`src/rtl/cssc_map.svh`:
```
// Purpose: offsets, field codes, reset values and counts of the clock control unit
// Assumes: included by bare name after the package
// Notes:   fuse codes are raw stored values, 0 = programmed
`ifndef CSSC_MAP_SVH
`define CSSC_MAP_SVH

`define CSSC_SRC_EXT       4'h0
`define CSSC_SRC_RC        4'h2
`define CSSC_SRC_LFO       4'h4
`define CSSC_SRC_LFX       4'h6
`define CSSC_SUT_LONG      2'h2
`define CSSC_SUT_RSVD      2'h3
`define CSSC_FUSE_PROG     1'b0

`define CSSC_SHIP_SRC      4'h2
`define CSSC_SHIP_SUT      2'h2
`define CSSC_SHIP_DIV8     1'b0
`define CSSC_SHIP_RSTDIS   1'b1
`define CSSC_SHIP_TRIM     8'h80

`define CSSC_CK_6          16'h0006
`define CSSC_CK_14         16'h000E
`define CSSC_CK_258        16'h0102
`define CSSC_CK_1K         16'h0400
`define CSSC_CK_16K        16'h4000
`define CSSC_CK_32K        16'h8000
`define CSSC_WDT_NONE      14'h0000
`define CSSC_WDT_4MS       14'h0200
`define CSSC_WDT_64MS      14'h2000

`define CSSC_DIV_EIGHT     4'h8
`define CSSC_DIV_ONE       4'h1
`define CSSC_LOAD_WAIT     2'h3

`define CSSC_REG_TRIM      6'h00
`define CSSC_REG_STATUS    6'h01
`define CSSC_REG_FUSE      6'h02
`define CSSC_ST_WAKE_BIT   16
`define CSSC_ST_EXEC_BIT   17
`define CSSC_ST_RSVD_BIT   18

`endif

```
`src/rtl/cssc_pkg.sv`:
```
// Purpose: types shared by the clock control unit files
// Assumes: nothing
// Notes:   constants live in cssc_map.svh
package cssc_pkg;

  typedef enum logic [2:0] {
    ST_LOAD, ST_RESET_WDT, ST_RESET_CK, ST_RUN, ST_SLEEP, ST_WAKE
  } cssc_state_t;

  typedef enum logic [2:0] {
    KIND_EXT, KIND_RC, KIND_LFO, KIND_LFX, KIND_XTAL
  } cssc_kind_t;

  typedef enum logic [1:0] {
    SLP_IDLE, SLP_NOISE, SLP_POWERDOWN, SLP_STANDBY
  } cssc_slpmode_t;

  typedef struct packed {
    logic [3:0] srcSel;
    logic [1:0] sutSel;
    logic       divEight;
    logic       rstPinDis;
    logic [7:0] trim;
  } cssc_fuse_t;

  typedef struct packed {
    logic wdt;
    logic xtal;
    logic lfx;
    logic lfo;
    logic rc;
    logic ext;
  } cssc_osc_t;

  typedef struct packed {
    logic meta;
    logic sync;
    logic last;
    logic rise;
  } cssc_sync_t;

  typedef struct packed {
    cssc_state_t   state;
    cssc_fuse_t    fuseMeta;
    cssc_fuse_t    fuseSync;
    cssc_fuse_t    fuse;
    logic [1:0]    loadCnt;
    logic [15:0]   ckCnt;
    logic [13:0]   wdtCnt;
    logic [7:0]    trim;
    logic [3:0]    divisor;
    logic [3:0]    divCnt;
    cssc_slpmode_t mode;
    logic          wakeSeen;
    logic          execEn;
    logic [3:0]    domEn;
    logic          ack;
    logic [31:0]   rdata;
  } cssc_regs_t;

endpackage

```
`src/rtl/cssc_tick_sync.sv`:
```
// Purpose: two-flop synchroniser with rising edge pulse
// Assumes: input is asynchronous to ref_clk, slower than half its rate
// Notes:   the meta stage feeds only the sync stage
`timescale 1ns/1ns
`default_nettype none
module cssc_tick_sync (
  input  wire logic ref_clk,
  input  wire logic rst_n,
  input  wire logic din,
  output logic      rise
);
  import cssc_pkg::*;

  cssc_sync_t cur_r;
  cssc_sync_t cur_nxt;

  always_comb begin
    cur_nxt      = cur_r;
    cur_nxt.meta = din;
    cur_nxt.sync = cur_r.meta;
    cur_nxt.last = cur_r.sync;
    cur_nxt.rise = cur_r.sync & ~cur_r.last;
  end

  always_ff @(posedge ref_clk or negedge rst_n) begin
    if (!rst_n) begin
      cur_r <= '0;
    end else begin
      cur_r <= cur_nxt;
    end
  end

  assign rise = cur_r.rise;
endmodule
`default_nettype wire

```
`src/rtl/cssc_clock_control.sv`:
```
// Purpose: clock source select, start-up sequencing, trim and domain clock enables
// Assumes: oscillator pins arrive as slow tick levels, sampled on ref_clk
// Notes:   domain outputs are one-cycle clock enables, not gated clocks
`timescale 1ns/1ns
`default_nettype none
`include "cssc_map.svh"
// How it works
// - four-bit fuse code picks the clock source
// - fuse bit zero means programmed
// - wake from power-down counts source start-up cycles
// - reset adds extra delay on watchdog oscillator
// - 4 ms is 512, 64 ms 8192 ticks
// - external clock: 6 wake, 14/+4ms/+64ms reset
// - RC oscillator uses same delays, ships at 10
// - 128 kHz oscillator uses same delay table
// - reset pin disabled lengthens code 00 delay on RC and 128 kHz only
// - factory trim loaded into calibration during reset
// - software may overwrite the oscillator trim
// - reset time-out always counts watchdog ticks
// - separate core, io, flash, converter clock domains
// - wake input caught whatever the io domain
// - flash clock runs with the core clock
// - converter clock keeps running in noise reduction
// - shipped fuses select RC with divide-by-eight
// - divide-by-eight fuse starts prescaler at eight
module cssc_clock_control #(
  parameter logic [13:0] WDT_SHORT = `CSSC_WDT_4MS,
  parameter logic [13:0] WDT_LONG  = `CSSC_WDT_64MS
) (
  input  wire logic                  ref_clk,
  input  wire logic                  rst_n,
  input  wire cssc_pkg::cssc_fuse_t  fusePins,
  input  wire cssc_pkg::cssc_osc_t   oscPins,
  input  wire logic                  wakePin,
  input  wire logic                  sleepReq,
  input  wire cssc_pkg::cssc_slpmode_t sleepMode,
  input  wire logic                  wb_cyc_i,
  input  wire logic                  wb_stb_i,
  input  wire logic                  wb_we_i,
  input  wire logic [7:0]            wb_adr_i,
  input  wire logic [3:0]            wb_sel_i,
  input  wire logic [31:0]           wb_dat_i,
  output logic                       wb_ack_o,
  output logic [31:0]                wb_dat_o,
  output logic                       coreDomainClock,
  output logic                       ioDomainClock,
  output logic                       flashDomainClock,
  output logic                       converterDomainClock,
  output logic                       execEnable,
  output logic [7:0]                 oscillatorTrimValue,
  output cssc_pkg::cssc_kind_t       selectedSource,
  output logic [3:0]                 prescaleDivisor
);
  import cssc_pkg::*;

  cssc_regs_t  cur_r;
  cssc_regs_t  cur_nxt;
  logic [6:0]  tickIn;
  logic [6:0]  tickRise;
  logic        wdtTick;
  logic        wakeTick;
  logic        srcTick;
  logic        sysTick;
  logic        srcReserved;
  logic [3:0]  effSel;
  logic [1:0]  effSut;
  cssc_kind_t  kind;
  logic [15:0] wakeTgt;
  logic [15:0] ckTgt;
  logic [13:0] wdtTgt;
  logic        busReq;
  logic        busWr;
  logic [5:0]  regIdx;

  // every pin passes two flops before anything looks at it
  assign tickIn = {wakePin, oscPins};

  genvar gi;
  generate
    for (gi = 0; gi < 7; gi = gi + 1) begin : gSync
      cssc_tick_sync uSync (
        .ref_clk (ref_clk),
        .rst_n   (rst_n),
        .din     (tickIn[gi]),
        .rise    (tickRise[gi])
      );
    end
  endgenerate

  assign wdtTick  = tickRise[5];
  assign wakeTick = tickRise[6];

  function automatic cssc_kind_t kindOf(input logic [3:0] sel);
    cssc_kind_t k;
    k = KIND_RC;
    if (sel[3]) begin
      k = KIND_XTAL;
    end else begin
      case (sel[2:1])
        2'h0:    k = KIND_EXT;
        2'h1:    k = KIND_RC;
        2'h2:    k = KIND_LFO;
        2'h3:    k = KIND_LFX;
        default: k = KIND_RC;
      endcase
    end
    return k;
  endfunction

  function automatic logic [15:0] wakeCycles(input cssc_kind_t k, input logic [2:0] key);
    logic [15:0] n;
    n = `CSSC_CK_6;
    case (k)
      KIND_LFX:  n = (key[1:0] == 2'h2) ? `CSSC_CK_32K : `CSSC_CK_1K;
      KIND_XTAL: begin
        case (key)
          3'h0, 3'h1:       n = `CSSC_CK_258;
          3'h2, 3'h3, 3'h4: n = `CSSC_CK_1K;
          default:          n = `CSSC_CK_16K;
        endcase
      end
      default:   n = `CSSC_CK_6;
    endcase
    return n;
  endfunction

  function automatic logic [13:0] wdtCycles(input cssc_kind_t k, input logic [2:0] key,
                                            input logic pinDis);
    logic [13:0] n;
    n = WDT_LONG;
    case (k)
      KIND_LFX:  n = (key[1:0] == 2'h0) ? WDT_SHORT : WDT_LONG;
      KIND_XTAL: begin
        case (key)
          3'h2, 3'h5:       n = `CSSC_WDT_NONE;
          3'h0, 3'h3, 3'h6: n = WDT_SHORT;
          default:          n = WDT_LONG;
        endcase
      end
      default: begin
        case (key[1:0])
          2'h0: begin
            n = `CSSC_WDT_NONE;
            if (pinDis == `CSSC_FUSE_PROG && (k == KIND_RC || k == KIND_LFO)) begin
              n = WDT_SHORT;
            end
          end
          2'h1:    n = WDT_SHORT;
          default: n = WDT_LONG;
        endcase
      end
    endcase
    return n;
  endfunction

  // reserved codes map onto the RC source and the longest table entry
  assign srcReserved = ~cur_r.fuse.srcSel[3] & cur_r.fuse.srcSel[0];
  assign effSel      = srcReserved ? `CSSC_SRC_RC : cur_r.fuse.srcSel;
  assign effSut      = (srcReserved | (cur_r.fuse.sutSel == `CSSC_SUT_RSVD && !effSel[3]))
                       ? `CSSC_SUT_LONG : cur_r.fuse.sutSel;
  assign kind        = kindOf(effSel);
  assign wakeTgt     = wakeCycles(kind, {effSel[0], effSut});
  assign wdtTgt      = wdtCycles(kind, {effSel[0], effSut}, cur_r.fuse.rstPinDis);
  // the low-frequency crystal has no fixed cycle part in its reset delay
  assign ckTgt       = (kind == KIND_LFX) ? 16'h0000 : `CSSC_CK_14;

  always_comb begin
    srcTick = 1'b0;
    case (kind)
      KIND_EXT:  srcTick = tickRise[0];
      KIND_RC:   srcTick = tickRise[1];
      KIND_LFO:  srcTick = tickRise[2];
      KIND_LFX:  srcTick = tickRise[3];
      KIND_XTAL: srcTick = tickRise[4];
      default:   srcTick = 1'b0;
    endcase
  end

  assign sysTick = srcTick & (cur_r.divCnt >= cur_r.divisor - `CSSC_DIV_ONE);
  assign busReq  = wb_cyc_i & wb_stb_i & ~cur_r.ack;
  assign busWr   = busReq & wb_we_i;
  assign regIdx  = wb_adr_i[7:2];

  always_comb begin
    cur_nxt          = cur_r;
    cur_nxt.fuseMeta = fusePins;
    cur_nxt.fuseSync = cur_r.fuseMeta;
    cur_nxt.domEn    = 4'h0;
    cur_nxt.ack      = busReq;
    cur_nxt.rdata    = 32'h0000_0000;
    if (srcTick) begin
      cur_nxt.divCnt = sysTick ? 4'h0 : cur_r.divCnt + 4'h1;
    end
    case (cur_r.state)
      ST_LOAD: begin
        cur_nxt.loadCnt = cur_r.loadCnt + 2'h1;
        if (cur_r.loadCnt == `CSSC_LOAD_WAIT) begin
          cur_nxt.fuse    = cur_r.fuseSync;
          cur_nxt.trim    = cur_r.fuseSync.trim;
          cur_nxt.divisor = (cur_r.fuseSync.divEight == `CSSC_FUSE_PROG)
                            ? `CSSC_DIV_EIGHT : `CSSC_DIV_ONE;
          cur_nxt.divCnt  = 4'h0;
          cur_nxt.wdtCnt  = 14'h0000;
          cur_nxt.state   = ST_RESET_WDT;
        end
      end
      ST_RESET_WDT: begin
        // counted on the watchdog oscillator whatever the system source
        if (cur_r.wdtCnt >= wdtTgt) begin
          cur_nxt.ckCnt = 16'h0000;
          cur_nxt.state = ST_RESET_CK;
        end else if (wdtTick) begin
          cur_nxt.wdtCnt = cur_r.wdtCnt + 14'h0001;
        end
      end
      ST_RESET_CK: begin
        if (cur_r.ckCnt >= ckTgt) begin
          cur_nxt.execEn = 1'b1;
          cur_nxt.state  = ST_RUN;
        end else if (srcTick) begin
          cur_nxt.ckCnt = cur_r.ckCnt + 16'h0001;
        end
      end
      ST_RUN: begin
        cur_nxt.domEn = {4{sysTick}};
        if (sleepReq) begin
          cur_nxt.mode   = sleepMode;
          cur_nxt.execEn = 1'b0;
          cur_nxt.state  = ST_SLEEP;
        end
      end
      ST_SLEEP: begin
        case (cur_r.mode)
          SLP_IDLE:  cur_nxt.domEn = {sysTick, 1'b0, sysTick, 1'b0};
          SLP_NOISE: cur_nxt.domEn = {sysTick, 3'h0};
          default:   cur_nxt.domEn = 4'h0;
        endcase
        if (wakeTick) begin
          if (cur_r.mode == SLP_IDLE || cur_r.mode == SLP_NOISE) begin
            cur_nxt.execEn = 1'b1;
            cur_nxt.state  = ST_RUN;
          end else begin
            cur_nxt.ckCnt = 16'h0000;
            cur_nxt.state = ST_WAKE;
          end
        end
      end
      ST_WAKE: begin
        // oscillator was stopped; let it settle before code runs again
        if (cur_r.ckCnt >= wakeTgt) begin
          cur_nxt.execEn = 1'b1;
          cur_nxt.state  = ST_RUN;
        end else if (srcTick) begin
          cur_nxt.ckCnt = cur_r.ckCnt + 16'h0001;
        end
      end
      default: begin
        cur_nxt.state = ST_LOAD;
      end
    endcase
    // sticky wake flag, write one to clear; a new wake wins
    if (busWr && regIdx == `CSSC_REG_STATUS && wb_sel_i[2] && wb_dat_i[`CSSC_ST_WAKE_BIT]) begin
      cur_nxt.wakeSeen = 1'b0;
    end
    if (wakeTick) begin
      cur_nxt.wakeSeen = 1'b1;
    end
    if (busWr && regIdx == `CSSC_REG_TRIM && wb_sel_i[0]) begin
      cur_nxt.trim = wb_dat_i[7:0];
    end
    if (busReq && !wb_we_i) begin
      case (regIdx)
        `CSSC_REG_TRIM:   cur_nxt.rdata = {24'h00_0000, cur_r.trim};
        `CSSC_REG_STATUS: cur_nxt.rdata = {13'h0000, srcReserved, cur_r.execEn,
                                           cur_r.wakeSeen, 4'h0, cur_r.divisor,
                                           1'b0, kind, 1'b0, cur_r.state};
        `CSSC_REG_FUSE:   cur_nxt.rdata = {16'h0000, cur_r.fuse};
        default:          cur_nxt.rdata = 32'h0000_0000;
      endcase
    end
  end

  always_ff @(posedge ref_clk or negedge rst_n) begin
    if (!rst_n) begin
      cur_r                <= '0;
      cur_r.fuse.srcSel    <= `CSSC_SHIP_SRC;
      cur_r.fuse.sutSel    <= `CSSC_SHIP_SUT;
      cur_r.fuse.divEight  <= `CSSC_SHIP_DIV8;
      cur_r.fuse.rstPinDis <= `CSSC_SHIP_RSTDIS;
      cur_r.fuse.trim      <= `CSSC_SHIP_TRIM;
      cur_r.trim           <= `CSSC_SHIP_TRIM;
      cur_r.divisor        <= `CSSC_DIV_EIGHT;
    end else begin
      cur_r <= cur_nxt;
    end
  end

  assign wb_ack_o             = cur_r.ack;
  assign wb_dat_o             = cur_r.rdata;
  assign coreDomainClock      = cur_r.domEn[0];
  assign ioDomainClock        = cur_r.domEn[1];
  assign flashDomainClock     = cur_r.domEn[2];
  assign converterDomainClock = cur_r.domEn[3];
  assign execEnable           = cur_r.execEn;
  assign oscillatorTrimValue  = cur_r.trim;
  assign selectedSource       = kind;
  assign prescaleDivisor      = cur_r.divisor;
endmodule
`default_nettype wire

```
`config.mk`:
```
export PLATFORM = sky130hd
export DESIGN_NAME = cssc_clock_control
export DESIGN_NICKNAME = d
export VERILOG_FILES = /design/src/rtl/cssc_pkg.sv /design/src/rtl/cssc_tick_sync.sv /design/src/rtl/cssc_clock_control.sv
export VERILOG_INCLUDE_DIRS = /design/src /design/src/rtl
export SDC_FILE = /design/constraint.sdc
export NUM_CORES = 1
export LEC_CHECK = 0
export BUFFER_PORTS_ARGS = -buffer_cell sky130_fd_sc_hd__buf_2
export CAP_MARGIN = 5
export CORE_MARGIN = 4
export CORE_UTILIZATION = 56
export CTS_CLUSTER_SIZE = 16
export DETAILED_ROUTE_END_ITERATION = 16
export PLACE_DENSITY = 0.82
export SETUP_SLACK_MARGIN = 0.1
export SYNTH_ARGS = -nofsm -noshare
export SYNTH_HDL_FRONTEND = slang
export SYNTH_SLANG_ARGS = --single-unit
```
`constraint.sdc`:
```
create_clock -name ref_clk -period 3.6 [get_ports ref_clk]
set_input_delay 0.36 -clock ref_clk [delete_from_list [all_inputs] [get_ports ref_clk]]
set_output_delay 0.36 -clock ref_clk [all_outputs]
set_load 0.02 [all_outputs]
```
==> results.md <==
* Largest family of logic cells by synthesized area: simple AND/OR/NAND/NOR gates
* Commonest non-fill, non-tap cell in the layout: dfrtp_1
* Worst path max stage delay at 600 ps
* I/O pin cnt at 128
* Hold crit path type: primary input to asynchronous set/reset pin
* Vias in the first global route at 4898
* Post-synth top flop: dfrtp_1
* Tcrit/Tclk final at 91.5%
* Via/cell ratio at 5.68
* Initial antenna violation count at 0
* Clock Tree Buf Depth at 2
* # diodes at 0
* Post-synth EDFFs at 0
* Gpl congestion at 0.865
* Mux contribution to synthesized area at 2.89%
* VDD IR-drop max at 0.465 mV
* CORE AREA at 12000 sq um
* Outcome: finished, final reports clean
* First-pass GRT wire length at 23.9 mm
* Largest net degree at the start of global routing at 103
* Total CTS buffers at 17
* Storage cell area at 3790 sq um
* Synth Cell Area at 6850 sq um
* Initial Utilization at 57.0%
* Die X at 119 microns
* DR WL/cell at 16.7 microns
* Number of fill cells at 924
* Crit path max-delay family: simple AND/OR/NAND/NOR gates
* Cells along the critical path: nand2_1, o21ai_0, a22oi_1, mux2i_1, a22o_1, ha_1, or4b_1, a21o_1, or3_1, buf_4, o211ai_1, nor2_1, mux2_2
* Layout cells sized above 1 at 21.5%
* IO Port Bufs at 85
* Post-Synth Adder-Cell Area at 3.65%
* Global Route Usage Sum at 21.3%
* Tot Pwr at 5.83 mW
* DP Worst Slack at 149 ps
* RSZ-0062 raised after global routing: false
* CTS tree: built
* Commonest cells after routing, fill and taps aside: dfrtp_1 (144), buf_2 (84), nand2_1 (79)
* Die area at 14100 sq um
* P&R area growth vs syn at 13.2%
* Yosys warns at 0
* Buffers & Inverters on Critical Path at 1
* Die Y at 119 microns
* CTS H-tree depth at 4
* Standard-cell rows at 40
* Hold Violations, Final at 0
* Root Driver: clkbuf_16
* Min Tclk post-route at 3290 ps
* Relative slew slack at 40.7%
* Antenna-violating nets left at 0
* Worst Path Class, Setup: flip-flop to flip-flop
* Synth cell types at 57
* Seq cells post-synth at 151
* Final wirelength at 14.4 mm
* Max-cap violations at 0
* Worst setup slack after layout at 305 ps
* Setup TNS Final at 0 ps
* Slowest-stage cell, CP: dfstp_2
* Synth Area in Compound Gates at 9.32%
* Hold buffer count at cts at 0
* Synth Area in XOR/XNOR at 2.43%
* Nets at 798
* FFs w/ async S/R, synth at 100%
* Crit-path max FO at 7
* Crit path required time at 3920 ps
* Max-slew violations at 0
* Dpl hpwl at 9.96 mm
* Number of remaining DRC errors at 0
* Leakage at 3.75 nW
* Initial DRC count at 301
* Total number of vias at 4904
* Type of destination of the critical path: flip-flop
* FMAX at 0.304 GHz
* 1st-pass router iterations at 4
* Mean Syn Cell Area at 10.6 sq um
* Pwr dens at 753 nW/um^2
* Simple-gate portion of the synthesized area at 19.0%
* Mapped Cells at 648
* Worst clock skew at 7.76 ps
* Worst-path clk slew at 60 ps
* Post-synthesis sequential area ratio at 55.3%
* Clock sink total at 151
* WP data arrival at 3610 ps
* Clock Latency Late Sink at 430 ps
* Setup violators final at 0
* GRT overflow at 0
* Worst-margin pin slew at 889 ps
* Area of the multi-input gates at 2620 sq um
* Startpoint types: flip-flop
cell usage after synthesis, types with 9 or more instances:
| master | instances | area, sq um |
|---|---|---|
| nand4_1 | 12 | 75.1 |
| nor2_1 | 58 | 218 |
| buf_4 | 45 | 338 |
| or4_1 | 9 | 67.6 |
| nand3_1 | 10 | 50.1 |
| nor2b_1 | 13 | 81.3 |
| nor3_1 | 14 | 70.1 |
| nand2_1 | 80 | 300 |
| mux2i_1 | 13 | 130 |
| and3_1 | 14 | 87.6 |
| ha_1 | 20 | 250 |
| dfrtp_1 | 145 | 3630 |
| clkbuf_1 | 24 | 90.1 |
| a21oi_1 | 22 | 110 |
| o21ai_0 | 15 | 75.1 |
| inv_1 | 13 | 48.8 |
| xnor2_1 | 11 | 96.3 |
| o31ai_1 | 9 | 67.6 |
cell type report:
type	count	area share, %
Multi-Input combinational cell	423	33.8
Clock inverter	13	1.73
Tap cell	147	2.37
Sequential cell	151	48.9
Inverter	13	0.630
Timing Repair Buffer	97	6.73
Clock buffer	19	5.84
logic make-up after synthesis:
kind of cell               Yosys count
xor gates and xnor gates            19
other                                1
adders and majority gates           20
muxes                               19
AOI/OAI and AO/OA                   95
buffers and inverters               88
and+or+nand+nor                    255
DFF                                151
where the power goes:
group          internal, mW  leakage [nW]  switching (mW)
registers              1.97          1.90           0.302
logic                 0.706          1.56            1.11
clock network          1.01         0.286           0.741
path summary, 6_finish.rpt:
kind / start / end / slack [ps] / cells after the start
worst max-delay path: cur_r[102] / cur_r[71] / 310 / 13
worst min-delay path: rst_n / cur_r[84] / 30 / 1
worst max register to register: cur_r[102] / cur_r[71] / 310 / 13
worst min register to register: cur_nxt[106] / cur_r[106] / 350 / 0
max in group asynchronous: rst_n / cur_r[97] / 2580 / 2
min in group ref_clk: oscPins[5] / gSync[5].uSync.cur_nxt[2] / 30 / 1
through the flow:
step / cell area (sq um) / hold slack, ps / std cells / util (%)
2_1_floorplan: 6900 / 64.4 / 662 / -
3_3_place_gp: 7140 / 333 / 830 / 59.5
3_5_place_dp: 7140 / 335 / 830 / 59.5
4_1_cts: 7730 / 19.8 / 862 / 64.3
5_1_grt: 7750 / 18.9 / 863 / 64.5
6_report: 7750 / 26.0 / 863 / 64.5
layer usage:
metal  routed length [microns]  GRT usage, %
met5                         0             0
met4                       386          8.76
met3                       870          6.08
met2                      7130          34.3
met1                      6000          27.2
sequential cells by signal, indices dropped and copies added, names as in the netlist:
name and flops:
execEnable 1, gSync.uSync.cur_r 7, ioDomainClock 1, cur_nxt 16, converterDomainClock 1, prescaleDivisor 2, gSync.uSync.rise 7, gSync.uSync.cur_nxt 14
oscillatorTrimValue 8, wb_ack_o 1, wb_dat_o 19, flashDomainClock 1, cur_r 73
repair_timing:
action                                  in CTS  in global routing
buffers inserted                             0                  1
endpoints found under the hold margin        0                  0
endpoints found under the setup margin       0                 15
resized for setup                            0                  4
No activity file was read; power rests on OpenSTA's default activity.
